===== src/include/pml_cfg.svh =====
`ifndef PML_CFG_SVH
`define PML_CFG_SVH

// management register addresses
`define PML_CTRL_ADDR 5'h00
`define PML_LATCH_ADDR 5'h1e

// control register field positions
`define PML_B_RESET 15
`define PML_B_LOOP 14
`define PML_B_RATE 13
`define PML_B_AN_EN 12
`define PML_B_LOW_PWR 11
`define PML_B_ISOLATE 10
`define PML_B_AN_RESTART 9
`define PML_B_DUPLEX 8
`define PML_B_COL_TEST 7

// control register defaults (isolate comes from the address strap)
`define PML_RST_LOOP 1'b0
`define PML_RST_RATE 1'b1
`define PML_RST_AN_EN 1'b1
`define PML_RST_LOW_PWR 1'b0
`define PML_RST_DUPLEX 1'b0
`define PML_RST_COL_TEST 1'b0

// serial frame layout
`define PML_PRE_BITS 6'd32
`define PML_HDR_BITS 6'd14
`define PML_DATA_LAST 6'd15
`define PML_ST_CODE 2'b01
`define PML_OP_READ 2'b10
`define PML_OP_WRITE 2'b01

// timing
`define PML_CLK_MHZ 100
`define PML_SW_RST_NS 2000
`define PML_SW_RST_CYC ((`PML_SW_RST_NS * `PML_CLK_MHZ + 999) / 1000)

`endif


===== src/include/pml_pkg.sv =====
package pml_pkg;
	// serial frame receiver states
	typedef enum logic [3:0] {
		PML_FS_PRE = 4'h1,
		PML_FS_HDR = 4'h2,
		PML_FS_TA = 4'h4,
		PML_FS_DATA = 4'h8
	} pml_frame_st_t;
endpackage


===== src/verilog/pml_mdio_frame.sv =====
`timescale 1ns/1ps
`default_nettype none
`include "pml_cfg.svh"
module pml_mdio_frame
	import pml_pkg::*;
(
	input wire logic sys_clk,
	input wire logic nrst,
	input wire logic mdc,
	input wire logic mdio_i,
	input wire logic [4:0] phy_addr,
	input wire logic busy,
	input wire logic [15:0] rdata,
	output logic mdio_o,
	output logic mdio_oe_n,
	output logic rd_pulse,
	output logic wr_pulse,
	output logic [4:0] reg_addr,
	output logic [15:0] wdata
);
	logic [1:0] s1_q, s2_q, s3_q, lvl_q, lvl_d;
	pml_frame_st_t st_q, st_d;
	logic [5:0] cnt_q, cnt_d;
	logic [15:0] sh_q, sh_d, wdata_d;
	logic rd_op_q, rd_op_d, o_d, oe_n_d, rdp_d, wrp_d, rise, bit_in;
	logic [4:0] addr_d;

	// pin level follows only once stages two and three agree
	always_comb
	begin
		lvl_d = (s2_q & s3_q) | (lvl_q & (s2_q | s3_q));
		rise = lvl_d[1] & ~lvl_q[1];
		bit_in = lvl_d[0];
	end

	// frame walk: preamble, header, turnaround, data
	always_comb
	begin
		st_d = st_q;
		cnt_d = cnt_q;
		sh_d = sh_q;
		rd_op_d = rd_op_q;
		o_d = mdio_o;
		oe_n_d = mdio_oe_n;
		rdp_d = 1'b0;
		wrp_d = 1'b0;
		addr_d = reg_addr;
		wdata_d = wdata;
		if (busy)
		begin
			st_d = PML_FS_PRE;
			cnt_d = 6'h0;
			oe_n_d = 1'b1;
		end
		else if (rise)
		begin
			unique case (st_q)
				PML_FS_PRE:
				begin
					if (bit_in)
						cnt_d = (cnt_q == `PML_PRE_BITS) ? cnt_q : cnt_q + 6'h1;
					else if (cnt_q == `PML_PRE_BITS)
					begin
						st_d = PML_FS_HDR;
						cnt_d = 6'h1;
						sh_d = 16'h0;
					end
					else
						cnt_d = 6'h0;
				end
				PML_FS_HDR:
				begin
					sh_d = {sh_q[14:0], bit_in};
					cnt_d = cnt_q + 6'h1;
					if (cnt_q == `PML_HDR_BITS - 6'h1)
					begin
						cnt_d = 6'h0;
						if (sh_d[13:12] == `PML_ST_CODE && sh_d[9:5] == phy_addr &&
							(sh_d[11:10] == `PML_OP_READ || sh_d[11:10] == `PML_OP_WRITE))
						begin
							st_d = PML_FS_TA;
							rd_op_d = (sh_d[11:10] == `PML_OP_READ);
							addr_d = sh_d[4:0];
							rdp_d = rd_op_d;
						end
						else
							st_d = PML_FS_PRE;
					end
				end
				PML_FS_TA:
				begin
					cnt_d = cnt_q + 6'h1;
					if (cnt_q == 6'h0 && rd_op_q)
					begin
						oe_n_d = 1'b0;
						o_d = 1'b0;
					end
					else if (cnt_q != 6'h0)
					begin
						st_d = PML_FS_DATA;
						cnt_d = 6'h0;
						if (rd_op_q)
						begin
							o_d = rdata[15];
							sh_d = {rdata[14:0], 1'b0};
						end
					end
				end
				PML_FS_DATA:
				begin
					cnt_d = cnt_q + 6'h1;
					if (rd_op_q)
					begin
						o_d = sh_q[15];
						sh_d = {sh_q[14:0], 1'b0};
					end
					else
						sh_d = {sh_q[14:0], bit_in};
					if (cnt_q == `PML_DATA_LAST)
					begin
						st_d = PML_FS_PRE;
						cnt_d = 6'h0;
						oe_n_d = 1'b1;
						wrp_d = ~rd_op_q;
						wdata_d = sh_d;
					end
				end
			endcase
		end
	end

	// registers of the frame receiver
	always_ff @(posedge sys_clk or negedge nrst)
	begin
		if (!nrst)
		begin
			s1_q <= 2'h0;
			s2_q <= 2'h0;
			s3_q <= 2'h0;
			lvl_q <= 2'h0;
			st_q <= PML_FS_PRE;
			cnt_q <= 6'h0;
			sh_q <= 16'h0;
			rd_op_q <= 1'b0;
			mdio_o <= 1'b0;
			mdio_oe_n <= 1'b1;
			rd_pulse <= 1'b0;
			wr_pulse <= 1'b0;
			reg_addr <= 5'h0;
			wdata <= 16'h0;
		end
		else
		begin
			s1_q <= {mdc, mdio_i};
			s2_q <= s1_q;
			s3_q <= s2_q;
			lvl_q <= lvl_d;
			st_q <= st_d;
			cnt_q <= cnt_d;
			sh_q <= sh_d;
			rd_op_q <= rd_op_d;
			mdio_o <= o_d;
			mdio_oe_n <= oe_n_d;
			rd_pulse <= rdp_d;
			wr_pulse <= wrp_d;
			reg_addr <= addr_d;
			wdata <= wdata_d;
		end
	end
endmodule
`default_nettype wire


===== src/verilog/pml_mgmt_regs.sv =====
// Functional notes
// - latch-high bit holds one until read
// - read reloads latch-high with live level
// - latch-low bit holds zero until read
// - read reloads latch-low with live level
// - max group updates only on larger value
// - max group holds; read reloads current state
// - self-clear bits start function, clear when done
// - 16-bit control register at address zero
// - bit 15 soft reset, self-clears when done
// - accesses ignored during soft reset
// - loopback disables line, collision unless test
// - loopback returns transmit data to receive
// - rate, autoneg, power, restart, duplex fields
// - isolate default one when address zero
// - rate from bit 13 unless autoneg on or hardware mode
// - restart ignored while autoneg disabled
// - isolate floats and ignores MAC side
// - collision test drives collision from transmit enable
`timescale 1ns/1ps
`default_nettype none
`include "pml_cfg.svh"
module pml_mgmt_regs
	import pml_pkg::*;
#(
	parameter int HI_W = 4,
	parameter int LO_W = 4,
	parameter int MX_W = 3
)
(
	input wire logic sys_clk,
	input wire logic nrst,
	input wire logic mdc,
	input wire logic mdio_i,
	output logic mdio_o,
	output logic mdio_oe_n,
	input wire logic [4:0] phy_addr,
	input wire logic config_source_pin,
	input wire logic hw_speed_sel,
	input wire logic hw_an_sel,
	input wire logic hw_duplex_sel,
	input wire logic an_speed_100,
	input wire logic an_full_duplex,
	input wire logic an_started,
	input wire logic [HI_W-1:0] hi_event,
	input wire logic [LO_W-1:0] lo_event_n,
	input wire logic [MX_W-1:0] sm_state,
	input wire logic mac_txen,
	input wire logic [3:0] mac_txd,
	output logic mac_rxdv,
	output logic [3:0] mac_rxd,
	output logic mac_col,
	output logic mac_oe_n,
	output logic speed_100,
	output logic full_duplex,
	output logic an_enable,
	output logic an_restart,
	output logic low_power,
	output logic loopback,
	output logic line_tx_en,
	output logic line_rx_en,
	output logic col_det_en,
	output logic soft_reset_busy
);
	localparam logic [15:0] RstCyc = 16'(`PML_SW_RST_CYC);

	// access strobe for one register
	function automatic logic hit(input logic strobe, input logic [4:0] a, input logic [4:0] t);
		hit = strobe && (a == t);
	endfunction

	// larger of stored and present group value
	function automatic logic [MX_W-1:0] max_of(input logic [MX_W-1:0] s, input logic [MX_W-1:0] c);
		max_of = (c > s) ? c : s;
	endfunction

	logic rd_pulse, wr_pulse;
	logic [4:0] acc_addr;
	logic [15:0] wdata, rdata_q, rdata_d;
	logic [13:0] pin_s1_q, pin_s2_q, pin_s3_q, pin_q, pin_d;
	logic [2:0] strap_cnt_q, strap_cnt_d;
	logic [4:0] addr_q, addr_d;
	logic loop_q, rate_q, an_en_q, lp_q, iso_q, restart_q, duplex_q, coltest_q;
	logic loop_d, rate_d, an_en_d, lp_d, iso_d, restart_d, duplex_d, coltest_d;
	logic busy_q, busy_d;
	logic [15:0] rcnt_q, rcnt_d;
	logic [HI_W-1:0] hi_q, hi_d;
	logic [LO_W-1:0] lo_q, lo_d;
	logic [MX_W-1:0] mx_q, mx_d;
	logic rxdv_d, col_d, oe_n_d, spd_d, dpx_d, ane_d, ltx_d, lrx_d, cde_d;
	logic [3:0] rxd_d;
	logic sw_mode, txen_s;
	logic [3:0] txd_s;

	// serial management frames, silent while soft reset runs
	pml_mdio_frame u_frame (
		.sys_clk(sys_clk),
		.nrst(nrst),
		.mdc(mdc),
		.mdio_i(mdio_i),
		.phy_addr(addr_q),
		.busy(busy_q),
		.rdata(rdata_q),
		.mdio_o(mdio_o),
		.mdio_oe_n(mdio_oe_n),
		.rd_pulse(rd_pulse),
		.wr_pulse(wr_pulse),
		.reg_addr(acc_addr),
		.wdata(wdata)
	);

	// pin levels move once stages two and three agree
	always_comb
	begin
		pin_d = (pin_s2_q & pin_s3_q) | (pin_q & (pin_s2_q | pin_s3_q));
		strap_cnt_d = (strap_cnt_q == 3'h4) ? strap_cnt_q : strap_cnt_q + 3'h1;
		// strap taken only once it has passed all three stages
		addr_d = (strap_cnt_q == 3'h3) ? pin_s3_q[4:0] : addr_q;
		sw_mode = pin_q[13];
		txen_s = pin_q[9];
		txd_s = pin_q[8:5];
	end

	// control register next state
	always_comb
	begin
		loop_d = loop_q;
		rate_d = rate_q;
		an_en_d = an_en_q;
		lp_d = lp_q;
		iso_d = iso_q;
		restart_d = restart_q;
		duplex_d = duplex_q;
		coltest_d = coltest_q;
		busy_d = busy_q;
		rcnt_d = rcnt_q;
		if (strap_cnt_q == 3'h3)
			iso_d = (pin_s3_q[4:0] == 5'h0);
		if (busy_q)
		begin
			loop_d = `PML_RST_LOOP;
			rate_d = `PML_RST_RATE;
			an_en_d = `PML_RST_AN_EN;
			lp_d = `PML_RST_LOW_PWR;
			iso_d = (addr_q == 5'h0);
			restart_d = 1'b0;
			duplex_d = `PML_RST_DUPLEX;
			coltest_d = `PML_RST_COL_TEST;
			rcnt_d = rcnt_q - 16'h1;
			if (rcnt_q == 16'h1)
				busy_d = 1'b0;
		end
		else
		begin
			if (an_started)
				restart_d = 1'b0;
			if (hit(wr_pulse, acc_addr, `PML_CTRL_ADDR))
			begin
				if (wdata[`PML_B_RESET])
				begin
					busy_d = 1'b1;
					rcnt_d = RstCyc;
				end
				else
				begin
					loop_d = wdata[`PML_B_LOOP];
					rate_d = wdata[`PML_B_RATE];
					an_en_d = wdata[`PML_B_AN_EN];
					lp_d = wdata[`PML_B_LOW_PWR];
					iso_d = wdata[`PML_B_ISOLATE];
					duplex_d = wdata[`PML_B_DUPLEX];
					coltest_d = wdata[`PML_B_COL_TEST];
					if (wdata[`PML_B_AN_RESTART] && wdata[`PML_B_AN_EN])
						restart_d = 1'b1;
				end
			end
		end
	end

	// latching status bits and read data
	always_comb
	begin
		hi_d = hi_q | hi_event;
		lo_d = lo_q & lo_event_n;
		mx_d = max_of(mx_q, sm_state);
		rdata_d = rdata_q;
		if (hit(rd_pulse, acc_addr, `PML_LATCH_ADDR))
		begin
			hi_d = hi_event;
			lo_d = lo_event_n;
			mx_d = sm_state;
			rdata_d = 16'({mx_q, lo_q, hi_q});
		end
		else if (hit(rd_pulse, acc_addr, `PML_CTRL_ADDR))
			rdata_d = {busy_q, loop_q, rate_q, an_en_q, lp_q, iso_q, restart_q,
				duplex_q, coltest_q, 7'h0};
		else if (rd_pulse)
			rdata_d = 16'h0;
		if (busy_q || (lp_d && !lp_q))
		begin
			hi_d = '0;
			lo_d = '1;
			mx_d = '0;
		end
	end

	// MAC side, line enables and resolved modes
	always_comb
	begin
		rxdv_d = loop_q && !iso_q && !lp_q && txen_s;
		rxd_d = rxdv_d ? txd_s : 4'h0;
		col_d = coltest_q && !iso_q && !lp_q && txen_s;
		oe_n_d = iso_q;
		spd_d = !sw_mode ? pin_q[12] : (an_en_q ? an_speed_100 : rate_q);
		dpx_d = !sw_mode ? pin_q[10] : (an_en_q ? an_full_duplex : duplex_q);
		ane_d = sw_mode ? an_en_q : pin_q[11];
		ltx_d = !loop_q && !lp_q;
		lrx_d = !loop_q && !lp_q;
		cde_d = !loop_q || coltest_q;
	end

	// all registers
	always_ff @(posedge sys_clk or negedge nrst)
	begin
		if (!nrst)
		begin
			pin_s1_q <= 14'h0;
			pin_s2_q <= 14'h0;
			pin_s3_q <= 14'h0;
			pin_q <= 14'h0;
			strap_cnt_q <= 3'h0;
			addr_q <= 5'h0;
			loop_q <= `PML_RST_LOOP;
			rate_q <= `PML_RST_RATE;
			an_en_q <= `PML_RST_AN_EN;
			lp_q <= `PML_RST_LOW_PWR;
			iso_q <= 1'b1;
			restart_q <= 1'b0;
			duplex_q <= `PML_RST_DUPLEX;
			coltest_q <= `PML_RST_COL_TEST;
			busy_q <= 1'b0;
			rcnt_q <= 16'h0;
			hi_q <= '0;
			lo_q <= '1;
			mx_q <= '0;
			rdata_q <= 16'h0;
			mac_rxdv <= 1'b0;
			mac_rxd <= 4'h0;
			mac_col <= 1'b0;
			mac_oe_n <= 1'b1;
			speed_100 <= 1'b0;
			full_duplex <= 1'b0;
			an_enable <= 1'b0;
			line_tx_en <= 1'b0;
			line_rx_en <= 1'b0;
			col_det_en <= 1'b0;
		end
		else
		begin
			pin_s1_q <= {config_source_pin, hw_speed_sel, hw_an_sel, hw_duplex_sel,
				mac_txen, mac_txd, phy_addr};
			pin_s2_q <= pin_s1_q;
			pin_s3_q <= pin_s2_q;
			pin_q <= pin_d;
			strap_cnt_q <= strap_cnt_d;
			addr_q <= addr_d;
			loop_q <= loop_d;
			rate_q <= rate_d;
			an_en_q <= an_en_d;
			lp_q <= lp_d;
			iso_q <= iso_d;
			restart_q <= restart_d;
			duplex_q <= duplex_d;
			coltest_q <= coltest_d;
			busy_q <= busy_d;
			rcnt_q <= rcnt_d;
			hi_q <= hi_d;
			lo_q <= lo_d;
			mx_q <= mx_d;
			rdata_q <= rdata_d;
			mac_rxdv <= rxdv_d;
			mac_rxd <= rxd_d;
			mac_col <= col_d;
			mac_oe_n <= oe_n_d;
			speed_100 <= spd_d;
			full_duplex <= dpx_d;
			an_enable <= ane_d;
			line_tx_en <= ltx_d;
			line_rx_en <= lrx_d;
			col_det_en <= cde_d;
		end
	end

	assign an_restart = restart_q;
	assign low_power = lp_q;
	assign loopback = loop_q;
	assign soft_reset_busy = busy_q;
endmodule
`default_nettype wire


===== config.mk =====
export PLATFORM = sky130hd
export DESIGN_NAME = pml_mgmt_regs
export DESIGN_NICKNAME = d
export VERILOG_FILES = /design/src/include/pml_pkg.sv /design/src/verilog/pml_mdio_frame.sv /design/src/verilog/pml_mgmt_regs.sv
export VERILOG_INCLUDE_DIRS = /design/src /design/src/include
export SDC_FILE = /design/constraint.sdc
export NUM_CORES = 1
export LEC_CHECK = 0
export BUFFER_PORTS_ARGS = -buffer_cell sky130_fd_sc_hd__buf_4
export CAP_MARGIN = 30
export CORE_MARGIN = 4
export CORE_UTILIZATION = 55
export DETAILED_ROUTE_END_ITERATION = 16
export PLACE_DENSITY_LB_ADDON = 0.08
export SLEW_MARGIN = 5
export SYNTH_ARGS = -nofsm -noshare
export SYNTH_HDL_FRONTEND = slang
export SYNTH_SLANG_ARGS = --single-unit

===== constraint.sdc =====
create_clock -name sys_clk -period 2.9 [get_ports sys_clk]
set_input_delay 0.725 -clock sys_clk [delete_from_list [all_inputs] [get_ports sys_clk]]
set_output_delay 0.725 -clock sys_clk [all_outputs]
set_load 0.1 [all_outputs]

==> impl.org <==
** STA
- For the final database, setup skew stands at 0.00874 ns.
- Setup violations remaining at the end of the flow were counted as 0.
- The number of hold violations in the final report was 0.
- Worst max-slew margin expressed relative to the limit :: 49.3%
- The final max-slew violation count is 0.
- The worst path meets setup with approximately 0.56 ns of slack.
- After routing, the total negative slack on setup checks comes to 0 ns.
- Timing would allow up to ~0.43 GHz.
- The clock period could shrink to between 2 and 2.5 ns.
- At the pin with the least slew margin, the transition time is 0.742 ns.
- Setup repair after global routing left no endpoint under its margin.
- After layout, the worst path uses roughly four fifths of the clock period.
- Final hold analysis gives a worst-case slack of 0.240 ns.

** Final layout
- Diode count :: 0
- Combined flip-flop and latch cell area :: roughly 0.0044 mm^2
- The post-route netlist has about a quarter of its cells at a drive strength greater than 1.
- After routing the design area is ~0.0084 mm^2.
- Number of nets in the layout :: approximately 700
- Fill cells in the final layout number about 1.0k.
- Layout area overhead :: 16.0%
- The multi-input combinational cells in the finished layout cover a total of 0.00255 mm^2.

** Drt
- In the final routed layout, each cell accounts on average for 16.7 um.
- After the first detailed-routing iteration, the DRC count stood at between 200 and 300.
- Final Routed Wirelength :: between 10 and 15 mm
- The detail route stage leaves a number of antenna-violating nets equal to 0.
- Residual DRC :: 0
- Before antenna repair, the detailed router went through 4 iterations.
- DR vias/cell :: 5.60
- The final route contains ~4.7k vias.

** Die
- The die is ~120 um wide.
- The die covers around 0.015 mm^2.
- The floorplan has 41 rows.
- Die height :: about 120 um
- Core area :: 0.0127 mm^2
- During I/O placement, the number of pins put on the boundary was 51.
- Initial Util :: about 57%

** Critical path
- STA classifies the critical path endpoint as a flip-flop.
- CP top delay family :: simple AND/OR/NAND/NOR gates
- The critical path in this run is classified as flip-flop to flip-flop.
- The worst setup path is launched from a flip-flop.
- Data arrival, critical path :: ~2.7 ns
- CP Max Fanout :: 32
- Crit path buf inv count :: 2
- Data required time at the worst endpoint :: ~3.2 ns
- Worst path max stage delay :: around 0.41 ns
- Traced cell by cell, the critical path runs through inv_1, ha_1, or3b_4, or3_4, a221oi_4, buf_12, nand4_1, o21ai_0.
- Cell with the biggest individual delay on the critical path :: dfrtp_1

** Min path
- Classification of the worst-slack hold path :: input pin to async pin

** Logic synthesis
- Sequential-to-total area share from yosys stat :: roughly 60%
- Post-synth ARST share :: 100%
- Average size of a mapped cell :: between 10 and 15 um^2
- In the synthesized netlist the dominant register cell turns out to be dfrtp_1.
- Counting flops and latches in the post-synthesis netlist gives approximately 180.
- Post-Syn Nets :: about 650
- During synthesis, Yosys emitted a total of 0 warnings.
- Post-synth design cell area :: approximately 0.0072 mm^2
- Post-synth EDFFs :: 0
- The netlist uses 64 different library cells.
- Number of instances in the synthesized netlist :: 604

** Clock network
- The tree is rooted in a clkbuf_16.
- Number of setup buffers added after CTS :: 0
- The longest clock path from root to sink contains 2 buffers.
- Clock slew at the register clock pins of the worst setup and hold paths :: ~0.070 ns
- Counting every sink on the clock net gives 176.
- CTS Hold Bufs :: 0
- CTS H-tree lvls :: 4
- After clock tree synthesis, the repair step resized 0 gates.
- TritonCTS built the clock tree.
- Number of buffers added by the clock tree synthesis step :: 17
- For the worst-skew pair, the clock arrives at the later sink with an insertion delay of about 0.42 ns.

** Run status
- Run status :: complete, no violations

** Power and ir drop
- After layout, the design draws a total of ~6.2 mW.
- Summed over all cells, the static leakage comes to around 3.7 nW.
- In this run the power density over the cells is 742 mW/mm^2.
- The worst-case IR drop observed on VDD is 642 uV.

** Global routing
- Antenna violations before repair :: 0
- Global routing consumed, over all layers together, between 20% and 30% of the routing resources.
- Pin count of the biggest net entering global routing :: between 50 and 60
- After global routing the overflow that remains totals 0.
- Global-route wire length before repair :: 23.5 mm
- The via count of the first global-routing pass is approximately 4.8k.

** Place
- DPL Wire Length :: slightly below 10 mm
- At the end of routability-driven placement, the weighted congestion stood at between 0.8 and 0.9.
- Prior to clock tree synthesis, the placed netlist has a worst setup slack of between 0.5 and 0.6 ns.
- Total of buffers placed on input and output ports :: 50
- Post-DP Area :: 0.00780 mm^2

** Job
- Maxcap violations :: 0
==> Yosys cell counts (9+ instances only) <==
library cell	count	area share, %
a21oi_1	18	1.2
a21oi_2	14	1.7
a22oi_1	19	2.0
clkbuf_1	14	0.73
dfrtp_1	166	57
dfstp_2	10	3.6
ha_1	12	2.1
inv_1	29	1.5
maj3_1	11	1.5
mux2_2	22	3.4
mux2i_1	10	1.4
nand2_1	29	1.5
nand3_1	36	2.5
nor2_1	43	2.2
o21ai_0	42	2.9
or3_1	9	0.78
==> worst paths after layout <==
check                                       from              end  slack [ns]  cells after the start
min in group sys_clk                 pin_s1_q[5]      pin_s2_q[5]        0.35                      0
max in group asynchronous                   nrst         mac_oe_n        1.93                      2
worst max-delay path            u_frame.cnt_q[0]  u_frame.sh_q[0]        0.56                      8
worst min-delay path                        nrst      pin_s3_q[0]        0.24                      1
worst min register to register       pin_s1_q[5]      pin_s2_q[5]        0.35                      0
worst max register to register  u_frame.cnt_q[0]  u_frame.sh_q[0]        0.56                      8
==> cell families after synthesis <==
logic type	after synthesis	synth area share [%]
AO/OA/AOI/OAI	126	11.9
XOR/XNOR	10	1.21
adder cells (fa/ha/maj)	23	3.60
buffers and inverters	57	3.53
flip-flops	176	61.1
multiplexers	33	4.97
AND/OR/NAND/NOR	179	13.7
==> per-layer routing <==
metal / part of all wire, % / up-vias / wire length (um) / global-route usage [%]
met3: 3.4 / 19 / 476 / 4.65
met1: 47 / 2369 / 6620 / 27.8
met4: 1.6 / 0 / 227 / 7.21
met2: 48 / 75 / 6780 / 32.3
li1: - / 2255 / - / -
met5: 0 / - / 0 / 0
==> metrics by stage <==
step                utilization (%)  std cells
floorplan                         -        604
global placement               61.3        811
detailed placement             61.3        811
CTS                            65.9        843
global route                   65.9        843
finish                         65.9        843
==> power breakdown <==
part / internal (mW) / switching, mW / total [mW]
registers: 2.70 / 0.277 / 2.97
clock network: 1.22 / 1.00 / 2.22
logic: 0.445 / 0.579 / 1.02
total: 4.36 / 1.86 / 6.22
==> worst reg2reg max path: cells and delay by family, from the launching register on <==
kind,cells,cell delay (ns)
flops,1,0.41
fa+ha+maj,1,0.17
compound gates,2,0.41
buf+inv,2,0.35
simple gates,3,0.92
==> cells in the final DEF (no fill, tap or decap), types with 3 or more instances in the layout <==
master,synthesis,routed
dfrtp_1,166,166
buf_4,1,58
nor2_1,43,43
o21ai_0,42,42
nand3_1,36,36
inv_1,29,29
nand2_1,29,29
mux2_2,22,22
a22oi_1,19,19
a21oi_1,18,18
clkbuf_16,0,17
a21oi_2,14,14
ha_1,12,12
maj3_1,11,11
mux2i_1,10,10
dfstp_2,10,10
or3_1,9,9
nor4_1,8,8
and2_1,8,8
nor3_1,7,7
xor2_1,6,6
o31ai_1,6,6
nor2_2,5,5
nand4_1,4,4
nand3b_1,4,4
xnor2_1,4,4
nor4b_1,4,4
a32oi_1,4,4
inv_8,0,4
inv_6,0,4
a31oi_1,3,3
nor4b_4,3,3
buf_12,0,3
==> sequential cells by signal, indices dropped and copies added, names as in the netlist, 2 cells and up <==
register          cells
rcnt_q               16
rdata_q              16
u_frame.sh_q         16
pin_s1_q             14
pin_s2_q             14
pin_s3_q             14
pin_q                 9
u_frame.wdata         9
u_frame.cnt_q         6
addr_q                5
u_frame.reg_addr      5
hi_q                  4
lo_q                  4
mac_rxd               4
u_frame.st_q          4
mx_q                  3
strap_cnt_q           3
u_frame.lvl_q         2
u_frame.s1_q          2
u_frame.s2_q          2
u_frame.s3_q          2
==> cell type report <==
class / count / area share (%)
well taps: 172 / 2.57
clock buffers: 19 / 5.17
inverters: 30 / 1.34
repair buffers: 62 / 6.05
flip-flops and latches: 176 / 52.7
clock inverters: 13 / 1.70
multi-input cells: 371 / 30.5
No activity file was read; power rests on OpenSTA's default activity.
